### config.mk
export PLATFORM = sky130hd
export DESIGN_NAME = bpiu_top
export DESIGN_NICKNAME = d
export VERILOG_FILES = /design/src/bpiu_pkg.sv /design/src/bpiu_top.sv
export SDC_FILE = /design/constraint.sdc
export NUM_CORES = 1
export LEC_CHECK = 0
export ABC_CLOCK_PERIOD_IN_PS = 4300
export BUFFER_PORTS_ARGS = -buffer_cell sky130_fd_sc_hd__buf_2
export CORE_AREA = 4 4 73 75
export DETAILED_ROUTE_END_ITERATION = 8
export DIE_AREA = 0 0 77 79
export GPL_TIMING_DRIVEN = 0
export PLACE_DENSITY = 0.82
export SLEW_MARGIN = 25
export SYNTH_ARGS = -nofsm -noshare
export SYNTH_HDL_FRONTEND = slang
export SYNTH_SLANG_ARGS = --single-unit
export TNS_END_PERCENT = 50
### constraint.sdc
create_clock -name core_clk -period 4.3 [get_ports core_clk]
set_input_delay 0 -clock core_clk [delete_from_list [all_inputs] [get_ports core_clk]]
set_output_delay 0 -clock core_clk [all_outputs]
set_load 0.01 [all_outputs]
### src/bpiu_pkg.sv
// Purpose: Shared constants and types for the biphase processor interrupt unit
// Assumes: Avalon-MM register access, 32-bit data, word-aligned byte addresses
// Notes: Register offsets are byte addresses
package bpiu_pkg;

  // Register byte offsets
  localparam logic [3:0] BPIU_IRQ_CONTROL_OFF = 4'h0;
  localparam logic [3:0] BPIU_AUX_CONTROL_OFF = 4'h4;
  localparam logic [3:0] BPIU_VECTOR_BASE_OFF = 4'h8;
  localparam logic [3:0] BPIU_STATUS_OFF = 4'hC;

  // irq_control_reg fields
  localparam int BPIU_MASK_LSB = 0;
  localparam int BPIU_EXT_MASK_BIT = 3;
  localparam int BPIU_RXSEL_LSB = 5;
  localparam int BPIU_REMOTE_ACK_BIT = 7;
  // aux_control_reg fields
  localparam int BPIU_GIE_BIT = 0;
  localparam int BPIU_DIR_BIT = 1;

  localparam logic [4:0] BPIU_MASK_RESET = 5'h1F;
  localparam logic [7:0] BPIU_BASE_RESET = 8'h00;

  // Source codes for vector bits 4..2
  localparam logic [2:0] BPIU_CODE_NMI = 3'h7;
  localparam logic [2:0] BPIU_CODE_RX = 3'h1;
  localparam logic [2:0] BPIU_CODE_TXE = 3'h2;
  localparam logic [2:0] BPIU_CODE_LTA = 3'h3;
  localparam logic [2:0] BPIU_CODE_EXT = 3'h4;
  localparam logic [2:0] BPIU_CODE_TO = 3'h5;

  // Receiver source select
  localparam logic [1:0] BPIU_RXSEL_FULL = 2'h0;
  localparam logic [1:0] BPIU_RXSEL_AVAIL = 2'h1;
  localparam logic [1:0] BPIU_RXSEL_ACTIVE = 2'h2;

  // Enable-change options for exchange / return instructions
  typedef enum logic [1:0] {
    BPIU_GIE_KEEP,
    BPIU_GIE_SET,
    BPIU_GIE_CLEAR,
    BPIU_GIE_RESTORE
  } bpiu_gie_op_type;

  typedef struct packed {
    logic tx_fifo_empty_irq;
    logic line_turnaround_irq;
    logic timeout_irq;
    logic rx_fifo_full_irq;
    logic rx_data_avail_irq;
    logic rx_active_irq;
  } bpiu_xcvr_irq_type;

  // Core-side handshake: boundary strobe and option fields
  typedef struct packed {
    logic boundary;
    logic exchange;
    logic ret;
    bpiu_gie_op_type gie_op;
    logic stacked_gie;
  } bpiu_core_ctl_type;

  typedef struct packed {
    logic take;
    logic [15:0] vector;
    logic saved_gie;
  } bpiu_call_type;

endpackage : bpiu_pkg

### src/bpiu_top.sv
// Purpose: Interrupt unit: capture, mask, prioritise, vector and call request
// Assumes: Core strobes instruction boundary; core pushes stack and runs call
// Notes: Falling CPU clock sampling is modelled on core_clk rising edges
//
// How it works
// - Falling non-maskable pin edge latches pending request
// - Direction bit zero input, one output, resets zero
// - Output mode drives mask bit, mirror shows pin
// - Remote ack write toggles ext mask bit in output mode only; reads back mask
// - Four internal sources, receiver source selectable
// - Global enable gates maskables, never non-maskable
// - Global enable resets zero, software read/write
// - Exchange and return instructions alter global enable
// - Taking interrupt clears global enable
// - Five mask bits, one masks source
// - Mask bits reset to ones
// - Masked requests stay pending until unmasked
// - Fixed priority non-maskable, rx, txe, lta, ext, timeout
// - Vector is base, zeros, code, zeros
// - Source codes 111,001,010,011,100,101
// - Requests sampled every cycle; boundary decides
// - Taken call skips instruction; core stacks state
// - Two-state internal call branches to vector
`timescale 1ns/100ps
module bpiu_top
  import bpiu_pkg::*;
(
  // Clock and reset
  input wire logic core_clk,
  input wire logic sys_rst,
  // Avalon-MM slave
  input wire logic [3:0] avs_address,
  input wire logic avs_read,
  input wire logic avs_write,
  input wire logic [31:0] avs_writedata,
  input wire logic [3:0] avs_byteenable,
  output logic [31:0] avs_readdata,
  output logic avs_waitrequest,
  // Remote processor acknowledge write strobe
  input wire logic remote_ack_write,
  // Pins, active low; output enable active high
  input wire logic nmi_n,
  input wire logic shared_ext_request_n_in,
  output logic shared_ext_request_n_out,
  output logic shared_ext_request_n_oe,
  // Transceiver sources
  input wire bpiu_xcvr_irq_type xcvr_irq,
  // Core handshake
  input wire bpiu_core_ctl_type core_ctl,
  output bpiu_call_type call_q
);

  // Pin synchronisers
  logic [1:0] nmi_sync_q, nmi_sync_d;
  logic [1:0] ext_sync_q, ext_sync_d;
  logic nmi_prev_q, nmi_prev_d;
  logic nmi_pend_q, nmi_pend_d;
  // Registers
  logic [4:0] mask_q, mask_d;
  logic [1:0] rx_sel_q, rx_sel_d;
  logic gie_q, gie_d;
  logic dir_q, dir_d;
  logic [7:0] base_q, base_d;
  logic pin_mirror_q, pin_mirror_d;
  logic [31:0] rdata_q, rdata_d;
  logic wait_q, wait_d;
  logic pin_out_q, pin_out_d;
  logic pin_oe_q, pin_oe_d;
  bpiu_call_type call_d;
  logic access;
  logic rx_req;
  logic [5:0] pend;
  logic [2:0] code;
  logic hit;

  function automatic logic [15:0] make_vector(input logic [7:0] base, input logic [2:0] c);
    make_vector = {base, 3'h0, c, 2'h0};
  endfunction : make_vector

  // Receiver source choice
  always_comb begin
    case (rx_sel_q)
      BPIU_RXSEL_FULL: rx_req = xcvr_irq.rx_fifo_full_irq;
      BPIU_RXSEL_AVAIL: rx_req = xcvr_irq.rx_data_avail_irq;
      BPIU_RXSEL_ACTIVE: rx_req = xcvr_irq.rx_active_irq;
      default: rx_req = 1'b0;
    endcase
  end

  // Priority resolve
  always_comb begin
    // Level requests stay visible while masked, taken once unmasked
    pend[0] = nmi_pend_q;
    pend[1] = gie_q & ~mask_q[0] & rx_req;
    pend[2] = gie_q & ~mask_q[1] & xcvr_irq.tx_fifo_empty_irq;
    pend[3] = gie_q & ~mask_q[2] & xcvr_irq.line_turnaround_irq;
    pend[4] = gie_q & ~mask_q[3] & ~ext_sync_q[1] & ~dir_q;
    pend[5] = gie_q & ~mask_q[4] & xcvr_irq.timeout_irq;
    hit = |pend;
    if (pend[0]) code = BPIU_CODE_NMI;
    else if (pend[1]) code = BPIU_CODE_RX;
    else if (pend[2]) code = BPIU_CODE_TXE;
    else if (pend[3]) code = BPIU_CODE_LTA;
    else if (pend[4]) code = BPIU_CODE_EXT;
    else code = BPIU_CODE_TO;
  end

  always_comb begin
    access = (avs_read | avs_write) & wait_q;
    nmi_sync_d = {nmi_sync_q[0], nmi_n};
    ext_sync_d = {ext_sync_q[0], shared_ext_request_n_in};
    nmi_prev_d = nmi_sync_q[1];
    nmi_pend_d = nmi_pend_q;
    mask_d = mask_q;
    rx_sel_d = rx_sel_q;
    gie_d = gie_q;
    dir_d = dir_q;
    base_d = base_q;
    rdata_d = rdata_q;
    wait_d = 1'b1;
    call_d = '0;
    // Update pin level and mirror once per instruction start
    pin_out_d = pin_out_q;
    pin_mirror_d = pin_mirror_q;
    if (core_ctl.boundary) begin
      pin_out_d = mask_q[3];
      pin_mirror_d = dir_q ? pin_out_q : ext_sync_q[1];
    end
    pin_oe_d = dir_q;
    // Software writes
    if (access && avs_write && avs_byteenable[0]) begin
      if (avs_address == BPIU_IRQ_CONTROL_OFF) begin
        mask_d = avs_writedata[BPIU_MASK_LSB +: 5];
        rx_sel_d = avs_writedata[BPIU_RXSEL_LSB +: 2];
      end else if (avs_address == BPIU_AUX_CONTROL_OFF) begin
        gie_d = avs_writedata[BPIU_GIE_BIT];
        dir_d = avs_writedata[BPIU_DIR_BIT];
      end else if (avs_address == BPIU_VECTOR_BASE_OFF) begin
        base_d = avs_writedata[7:0];
      end
    end
    // Remote ack toggles after any local write, so core write and ack both show
    if (remote_ack_write && dir_q) begin
      mask_d[BPIU_EXT_MASK_BIT] = ~mask_d[BPIU_EXT_MASK_BIT];
    end
    if (access) begin
      wait_d = 1'b0;
      rdata_d = 32'h0;
      if (avs_address == BPIU_IRQ_CONTROL_OFF) begin
        rdata_d[BPIU_MASK_LSB +: 5] = mask_q;
        rdata_d[BPIU_RXSEL_LSB +: 2] = rx_sel_q;
        rdata_d[BPIU_REMOTE_ACK_BIT] = mask_q[BPIU_EXT_MASK_BIT];
      end else if (avs_address == BPIU_AUX_CONTROL_OFF) begin
        rdata_d[BPIU_GIE_BIT] = gie_q;
        rdata_d[BPIU_DIR_BIT] = dir_q;
      end else if (avs_address == BPIU_VECTOR_BASE_OFF) begin
        rdata_d[7:0] = base_q;
      end else if (avs_address == BPIU_STATUS_OFF) begin
        rdata_d[0] = pin_mirror_q;
        rdata_d[1] = nmi_pend_q;
      end
    end
    // Instruction options on the enable
    if (core_ctl.exchange || core_ctl.ret) begin
      case (core_ctl.gie_op)
        BPIU_GIE_SET: gie_d = 1'b1;
        BPIU_GIE_CLEAR: gie_d = 1'b0;
        BPIU_GIE_RESTORE: gie_d = core_ctl.ret ? core_ctl.stacked_gie : gie_d;
        default: gie_d = gie_d;
      endcase
    end
    // Boundary decides; one call per boundary
    if (core_ctl.boundary && hit) begin
      call_d.take = 1'b1;
      call_d.vector = make_vector(base_q, code);
      call_d.saved_gie = gie_q;
      gie_d = 1'b0;
      if (pend[0]) nmi_pend_d = 1'b0;
    end
    // Falling pin edge after sync; set wins over a same-cycle clear
    if (nmi_prev_q && !nmi_sync_q[1]) nmi_pend_d = 1'b1;
  end

  always_ff @(posedge core_clk) begin
    if (sys_rst) begin
      nmi_sync_q <= 2'h3;
      ext_sync_q <= 2'h3;
      nmi_prev_q <= 1'b1;
      nmi_pend_q <= 1'b0;
      mask_q <= BPIU_MASK_RESET;
      rx_sel_q <= 2'h0;
      gie_q <= 1'b0;
      dir_q <= 1'b0;
      base_q <= BPIU_BASE_RESET;
      pin_mirror_q <= 1'b1;
      rdata_q <= 32'h0;
      wait_q <= 1'b1;
      pin_out_q <= 1'b1;
      pin_oe_q <= 1'b0;
      call_q <= '0;
    end else begin
      nmi_sync_q <= nmi_sync_d;
      ext_sync_q <= ext_sync_d;
      nmi_prev_q <= nmi_prev_d;
      nmi_pend_q <= nmi_pend_d;
      mask_q <= mask_d;
      rx_sel_q <= rx_sel_d;
      gie_q <= gie_d;
      dir_q <= dir_d;
      base_q <= base_d;
      pin_mirror_q <= pin_mirror_d;
      rdata_q <= rdata_d;
      wait_q <= wait_d;
      pin_out_q <= pin_out_d;
      pin_oe_q <= pin_oe_d;
      call_q <= call_d;
    end
  end

  assign avs_readdata = rdata_q;
  assign avs_waitrequest = wait_q;
  assign shared_ext_request_n_out = pin_out_q;
  assign shared_ext_request_n_oe = pin_oe_q;

endmodule : bpiu_top

Word-level counts from Yosys, hierarchy flattened --
Index checks and enable logic that the tools add are counted.
Word-level totals: bits of input ports 59, bits in registers 53, word-level logic and storage cells 93
Cells by class: multiplexer cells 26, reductions and logical operators 16, bitwise operators 24, equality and inequality tests 8
Operators by type and width (number):
- two-way mux 18 bit | 1
- AND 1 bit | 12
- two-way mux 3 bit | 4
- two-way mux 6 bit | 2
- two-way mux 1 bit | 11
- NOT 1 bit | 11
- == test 4 bit (second input constant) | 2
- two-way mux 4 bit | 2
- two-way mux 8 bit | 1
- == test 2 bit (second input constant) | 3
- two-way mux 2 bit | 3
- one-hot mux 1 bit (3 select lines) | 2
- OR reduction 6 bit | 1
- logical AND 1 bit | 5
- == test 2 x 1 -> 1 bit (second input constant) | 2
- == test 4 x 3 -> 1 bit (second input constant) | 1
- zero test 4 bit | 1
- AND reduction 4 bit | 1
- OR reduction 2 bit | 2
- AND reduction 3 bit | 1
- zero test 2 bit | 1
- AND reduction 2 bit | 1
- nonzero test 2 bit | 1
- zero test 1 bit | 1
- other kinds (2) | 2

Logic depth before layout (Yosys ltp) --
Gate-level depths: netlist (run 1).
depth after elaboration 10, mapped depth 5

Worst setup path after synthesis (run 1) --
OpenSTA, ideal clock, no wires.
path kind flip-flop to flip-flop, from reg wait_q (netlist: avs_waitrequest), to reg gie_q, data required time 4205 ps, setup slack 2768 ps, period minus slack after synthesis 1532 ps, arrival time 1436 ps, library setup time 95 ps, cell stages (with the launch flop) 5, buffers on the path 0, cell sequence dfxtp_1 nand3_1 or4_1 mux2i_1 a221oi_1
On the way: longest elaborated chain between the ends 7
Ends and longest elaborated chain:
- start, declared | RTL line bpiu_top.sv:66 | logic wait_q, wait_d;
- start signal, assigned | RTL line bpiu_top.sv:213 | wait_q <= wait_d;
- AND 1 bit * | RTL line bpiu_top.sv:109 | access = (avs_read | avs_write) & wait_q;
- logical AND 1 bit * (2 in a row) | RTL line bpiu_top.sv:131 | if (access && avs_write && avs_byteenable[0]) begin
- two-way mux 1 bit * | RTL line bpiu_top.sv:131
- two-way mux 1 bit | RTL line bpiu_top.sv:168 | BPIU_GIE_RESTORE: gie_d = core_ctl.ret ? core_ctl.stacked_gie : gie_d;
- one-hot mux 1 bit (3 select lines) | RTL line bpiu_top.sv:165 | case (core_ctl.gie_op)
- two-way mux 1 bit * | RTL line bpiu_top.sv:164 | if (core_ctl.exchange || core_ctl.ret) begin
- end signal, assigned | RTL line bpiu_top.sv:208 | gie_q <= gie_d;
- end, declared | RTL line bpiu_top.sv:61 | logic gie_q, gie_d;
Every way passes the cells marked *; elsewhere a longest branch is shown, timed or not. A chain may end at the register's enable or synchronous reset.

Worst setup path after layout (run 1) --
Ends and elaborated chain as after synthesis.

==> impl_metrics.ini, run 1 <==
[run_status]
status = complete, no violations

[worst_setup_path]
reg2reg_slack_ns = 2.59
startpoint_type = register
critPathBufInv = 0
crit_slowest_cell = or4_1
slowest_delay_ns = 0.58
crit_fanout = 4
cp.arrival_ns = 1.91
crit-reg2reg-launch = avs_waitrequest$_SDFF_PP1_
cp_top_family = simple AND/OR/NAND/NOR gates
r2r_cells = 4
regToRegEndpoint = gie_q$_SDFF_PP0_
path_cells = nand3_1 > or4_1 > mux2i_1 > a221oi_1
required_ns = 4.51
cp-end-kind = register
critPathKind = reg2reg

[synthesis]
synth_area_per_cell_um2 = 9.14
synth_top_family_by_area = simple AND/OR/NAND/NOR gates
synth_compound_area_frac = 0.109
muxShareOfSynthArea = 0.0748
syn-cell-area_um2 = 2180
ys_seq_area_frac = 0.442
synthAdderAreaFrac = 0
synth_ff_type = dfxtp_1
ys_ff_latch = 48
synth_edf_count = 0
yosys.area_share.simple = 0.245
synthArstFlopShare = 0
synthCells = 238
yosysWarnings = 0
synthXorXnorAreaFrac = 0
synth.distinct_cells = 38

[layout]
drive_gt1_frac = 0.292
final_util = 0.620
nNetsFinal = 397
antenna_cells = 0
fin_cells = 393
syn_to_final_growth_pct = 32.7

[cts]
cts.clk_slew.worst_paths_ns = 0.09
insertion_delay_ns = 0.30
cts_max_level = 2
cts_num_sinks = 48
cts_tree = done
post_cts_buffers = 0
cts-root-buf = clkbuf_8
cts-resized-gates = 0
cts_made_buffers = 5
cts.path.max_buffers = 2

[power]
worst_ir_drop_vdd_uv = 184
powerDensity_nw_per_um2 = 356
power.total_mw = 1.03
seq_power_share = 0.450
p_clk_frac = 0.433
internal-power_uw = 805
p_comb_frac = 0.117
p_leak_nw = 1.32
p_switching_uw = 223
switching_share = 0.217

[sta]
finalHoldViolCount = 0
tns_ns = 0
timing.final.crit_period_ns = 1.71
worst_pin_slew_ns = 0.628
rsz0062_at_grt = false
skew_ns = 0.00831
relSlewSlack = 0.580
fmax_ghz = 0.586
slew_violations = 0
post-route-period-util = 0.397
setup_viol = 0
setup_slack_ns = 2.59

[die]
initial_core_util = 0.467
rows = 25
core_area_um2 = 4660
boundaryPins = 112
die_area_um2 = 6080
die_h_um = 79
die-width_um = 77

[global_routing]
gr-usage-met3 = 0.0556
grt_use_met2 = 0.272
antenna_found_initial = 0
overflow = 0
busiest_layer = met2
grt_util_all_layers = 0.165
grt_max_degree = 16
grt_pass1_wl_um = 8070
grt_pass1_vias = 1774
grt_util_met1 = 0.202

[drt]
viasPerCell = 4.82
firstDrtPassIters = 4
dr_total_vias = 1896
routed_wl_um = 5050
post_drt_wl_per_cell_um = 12.8
drc = 0
route.antenna.remaining_nets = 0
drtIter0Drc = 124

[hold_path]
hold_class = in2reg
hp-start = sys_rst
whs_path_depth = 4
holdPathEnd = call_q[0]$_SDFF_PP0_

[run]
drv_cap = 0

[placed_design]
io_buffers = 54
post-dp-hpwl_um = 3870
dpl_worst_slack_ns = 2.64
gp_congestion = 0.829
place_inst = 374
-- cell families (layout without fill, tap and decap cells) --
group	count (synthesis)	count (layout)
muxes	13	13
DFF	48	48
other	1	29
buffers and inverters	40	113
AOI/OAI and AO/OA	33	33
and+or+nand+nor	103	103
-- registers in the layout, summed over array words and instances, names as in the netlist, 2 cells and up --
signal        flops
call_q           13
nmi_sync_q        2
rx_sel_q          2
ext_sync_q        2
mask_q            5
base_q            8
avs_readdata      8
-- power by group through the flow --
stage / combinational [mW] / sequential [mW] / clock, mW
after global placement: 0.108 / 0.472 / 0
after global routing: 0.132 / 0.464 / 0.468
final: 0.120 / 0.462 / 0.445
after detailed placement: 0.110 / 0.473 / 0
after floorplan: 0.0701 / 0.475 / 0
after CTS: 0.119 / 0.462 / 0.449
-- synthesized netlist by cell type, types with 3 or more instances --
master / number / area [µm²]
clkbuf_1: 6 / 22.5
or2_1: 5 / 31.3
a221oi_1: 5 / 43.8
nor2_1: 30 / 113
buf_4: 32 / 240
mux2i_1: 11 / 110
nand2b_1: 12 / 75.1
nand3b_1: 4 / 30.0
nor4b_1: 4 / 35.0
dfxtp_1: 48 / 961
nand2_1: 27 / 101
a21oi_1: 9 / 45.0
nor2b_1: 7 / 43.8
nor3_1: 7 / 35.0
a211oi_1: 3 / 22.5
o21a_1: 3 / 22.5
-- repair_timing --
item,in CTS,in global routing
setup endpoints to repair,0,0
endpoints found under the hold margin,18,0
hold buffers,11,0
-- tightest hold or removal path, stage by stage --
cell     delay [ns]
buf_2          0.12
nor2b_1        0.07
nand2_1        0.08
nor2_1         0.04
-- cell usage in the layout (no fill, tap or decap), types with 2 or more instances in the layout --
cell and n:
nand3b_1 4, bufinv_16 3, nor3_1 7, dlygate4sd3_1 11, o21ai_1 2, dfxtp_1 48
clkbuf_1 6, buf_4 32, mux2i_1 11, buf_2 54, nor4b_1 4, mux4_1 2
nor2_1 30, nand2_1 27, clkbuf_8 5, nor2b_1 7, o21a_1 3, a221oi_1 5
or2_1 5, a21oi_1 9, a22oi_1 2, conb_1 29, a211oi_1 3, nand2b_1 12
-- metal layers --
layer	wire length [µm]	share of wire	vias up
met1	2200	0.44	853
met5	0	0	-
met4	90	0.018	0
met3	414	0.082	10
li1	-	-	957
met2	2340	0.46	76
-- layout make-up --
cell class / instances / area [µm²]
sequential: 48 / 961
multi-input combinational: 178 / 1040
buffer: 39 / 274
timing repair buffer: 65 / 380
fill: 399 / 1770
clock buffer: 5 / 68.8
tap: 54 / 67.6
clock inverter: 3 / 90.1
inverter: 1 / 3.75
-- worst max path at each step --
stage	startpoint	cells after the start	end	slack, ns
after floorplan	avs_waitrequest$_SDFF_PP1_	4	gie_q$_SDFF_PP0_	2.77
after global placement	avs_waitrequest$_SDFF_PP1_	4	gie_q$_SDFF_PP0_	2.69
after detailed placement	avs_waitrequest$_SDFF_PP1_	4	gie_q$_SDFF_PP0_	2.64
after CTS	avs_waitrequest$_SDFF_PP1_	4	gie_q$_SDFF_PP0_	2.60
after global routing	avs_waitrequest$_SDFF_PP1_	4	gie_q$_SDFF_PP0_	2.52
final	avs_waitrequest$_SDFF_PP1_	4	gie_q$_SDFF_PP0_	2.59
-- per-stage QoR --
| stage | instance area (µm²) | hold slack (ns) |
|---|---|---|
| after global placement | 2620 | 0.176 |
| after floorplan | 2280 | 0.0971 |
| after global routing | 2890 | 0.0599 |
| final | 2890 | 0.0394 |
| after CTS | 2890 | 0.0323 |
| after detailed placement | 2620 | 0.179 |
No activity file was read; power rests on OpenSTA's default activity.
==> run 2, diff against run 1 <==
--- a/config.mk
+++ b/config.mk
@@ -5,13 +5,14 @@
 export SDC_FILE = /design/constraint.sdc
 export NUM_CORES = 1
 export LEC_CHECK = 0
-export ABC_CLOCK_PERIOD_IN_PS = 4300
+export ABC_AREA = 1
+export ABC_CLOCK_PERIOD_IN_PS = 1800
 export BUFFER_PORTS_ARGS = -buffer_cell sky130_fd_sc_hd__buf_2
-export CORE_AREA = 4 4 73 75
+export CORE_AREA = 4 4 75 77
 export DETAILED_ROUTE_END_ITERATION = 8
-export DIE_AREA = 0 0 77 79
+export DIE_AREA = 0 0 79 81
 export GPL_TIMING_DRIVEN = 0
-export PLACE_DENSITY = 0.82
+export PLACE_DENSITY = 0.78
 export SLEW_MARGIN = 25
 export SYNTH_ARGS = -nofsm -noshare
 export SYNTH_HDL_FRONTEND = slang
==> constraint.sdc (replaced) <==
create_clock -name core_clk -period 1.8 [get_ports core_clk]
set_input_delay 0 -clock core_clk [delete_from_list [all_inputs] [get_ports core_clk]]
set_output_delay 0 -clock core_clk [all_outputs]
set_load 0.01 [all_outputs]
==> impl_metrics.ini, run 2 <==
[die]
core_area_um2 = 5010
initial_core_util = 0.436
rows = 26
boundaryPins = 112
die-width_um = 79
die_h_um = 81
die_area_um2 = 6400

[synthesis]
synth.distinct_cells = 29
synth_ff_type = dfxtp_1
syn-cell-area_um2 = 2180
synthTopCellsByCount = 48 x dfxtp_1, 38 x nand2_1, 37 x inv_1
yosys.area.top_type = dfxtp_1
yosysWarnings = 0
ys_ff_latch = 48
synth_edf_count = 0
synth_area_leaders = dfxtp_1 44%, buf_4 10%, nand2_1 6.5%
synthCells = 273
synthArstFlopShare = 0
ys_seq_area_frac = 0.440
synth_top_cell_area_share = 0.440
synth_area_per_cell_um2 = 8.00
synth.most_common_cell = dfxtp_1

[sta]
skew_ns = 0.0158
post-route-period-util = 0.773
slew_violations = 0
fmax_ghz = 0.719
timing.final.crit_period_ns = 1.39
tns_ns = 0
hold_slack_ns = 0.00591
setup_viol = 0
finalHoldViolCount = 0
rsz0062_at_grt = false

[placed_design]
io_buffers = 55
post-dp-hpwl_um = 3840
gp_congestion = 0.919

[worst_setup_path]
crit_path_frequent_cell = nand3_2
slowest_delay_ns = 0.44
crit_fanout = 10
required_ns = 2.04
critPathKind = reg2reg
cp.arrival_ns = 1.63
cp-end-kind = register
startpoint_type = register
crit_slowest_cell = dfxtp_1
path_cells = nand2_1 > nor2_1 > nand3_2 > nand3_2 > nand3_2 > buf_6 > nor2_2

[cts]
cts_max_level = 2
cts_hold_buf = 12
cts_tree = done
cts_made_buffers = 5
cts.path.max_buffers = 2
cts_num_sinks = 48
cts.clk_slew.worst_paths_ns = 0.09
cts-resized-gates = 0
insertion_delay_ns = 0.31
post_cts_buffers = 0
cts-root-buf = clkbuf_8

[power]
p_leak_nw = 1.49
powerDensity_nw_per_um2 = 798
worst_ir_drop_vdd_uv = 638

[layout]
final_util = 0.581
antenna_cells = 0
largest_reg_flops = 13
layout_commonest_cell = buf_2
seqCellArea_um2 = 961
nFillCells = 478
regMostFlops = call_q
multi_input_comb_area_um2 = 925
nNetsFinal = 434
drive_gt1_frac = 0.324
layout_common_cells = 56 x buf_2, 48 x dfxtp_1, 38 x nand2_1, 37 x inv_1
syn_to_final_growth_pct = 33.2

[drt]
firstDrtPassIters = 4
drc = 0
dr_total_vias = 1953
routed_wl_um = 4820
drtIter0Drc = 133
post_drt_wl_per_cell_um = 10.8
route.antenna.remaining_nets = 0
viasPerCell = 4.38

[global_routing]
grt_pass1_vias = 1716
busiest_layer = met2
grt_util_all_layers = 0.154
grt_max_degree = 17
overflow = 0
grt_util_met1 = 0.196
gr-usage-met3 = 0.0377
grt_use_met2 = 0.257
grt_pass1_wl_um = 7760
antenna_found_initial = 0

[hold_path]
hold_class = in2reg

[run]
drv_cap = 0

[run_status]
status = complete, no violations
==> run 2: changes by cell type in the layout (fill, tap and decap cells not counted), moves of 7 or more <==
cell,before,now
mux2i_1,11,0
nand2_1,27,38
inv_1,1,37
nand2b_1,12,0
nor2_2,0,9
nor2b_1,7,0
nor2_1,30,23
a21oi_1,9,18
o21ai_0,1,15
nor3_1,7,0
o211ai_1,0,7
nand3_1,1,11
==> run 2: logic make-up after synthesis <==
kind of cell / share of synthesized area
other: 0.00172
DFF: 0.440
buffers and inverters: 0.185
and+or+nand+nor: 0.236
AOI/OAI and AO/OA: 0.138
==> run 2: metrics by stage <==
stage	power [mW]	setup slack (ns)	instances	cell area (µm²)
detailed placement	1.39	0.429	426	2650
CTS	2.33	0.420	446	2910
floorplan	1.31	0.540	301	2290
finish	2.32	0.409	446	2910
global placement	1.39	0.448	426	2650
global route	2.43	0.277	446	2910
==> run 2: power by group <==
part           total [mW]  switching (mW)  internal, mW
logic               0.284           0.151         0.133
registers            1.11          0.0162          1.09
clock network       0.933           0.374         0.559
==> run 2: worst max-delay path: cells and delay by family (launching register included) <==
family                 cells  cell delay [ns]
and+or+nand+nor            6             0.69
DFF                        1             0.44
buffers and inverters      1             0.19
==> run 2: final timing paths <==
kind | startpoint | end | slack (ns) | cells past startpoint
hold / removal | core_ctl[2] | gie_q$_SDFF_PP0_ | 0.006 | 4
setup reg to reg | gie_q$_SDFF_PP0_ | call_q[5]$_SDFF_PP0_ | 0.41 | 7
setup / recovery | gie_q$_SDFF_PP0_ | call_q[5]$_SDFF_PP0_ | 0.41 | 7
hold reg to reg | ext_sync_q[0]$_SDFF_PP1_ | ext_sync_q[1]$_SDFF_PP1_ | 0.42 | 1
==> run 2: cell type report <==
cell class | count | share of cell area
Timing Repair Buffer | 67 | 0.136
Tap cell | 70 | 0.0301
Buffer | 35 | 0.0882
Multi-Input combinational cell | 179 | 0.318
Inverter | 39 | 0.0503
Sequential cell | 48 | 0.330
Clock buffer | 5 | 0.0237
Clock inverter | 3 | 0.0237
==> run 2: per-layer routing <==
layer	part of all wire	vias up
met4	0.013	0
met5	0	-
met3	0.090	6
li1	-	1017
met2	0.47	81
met1	0.43	849
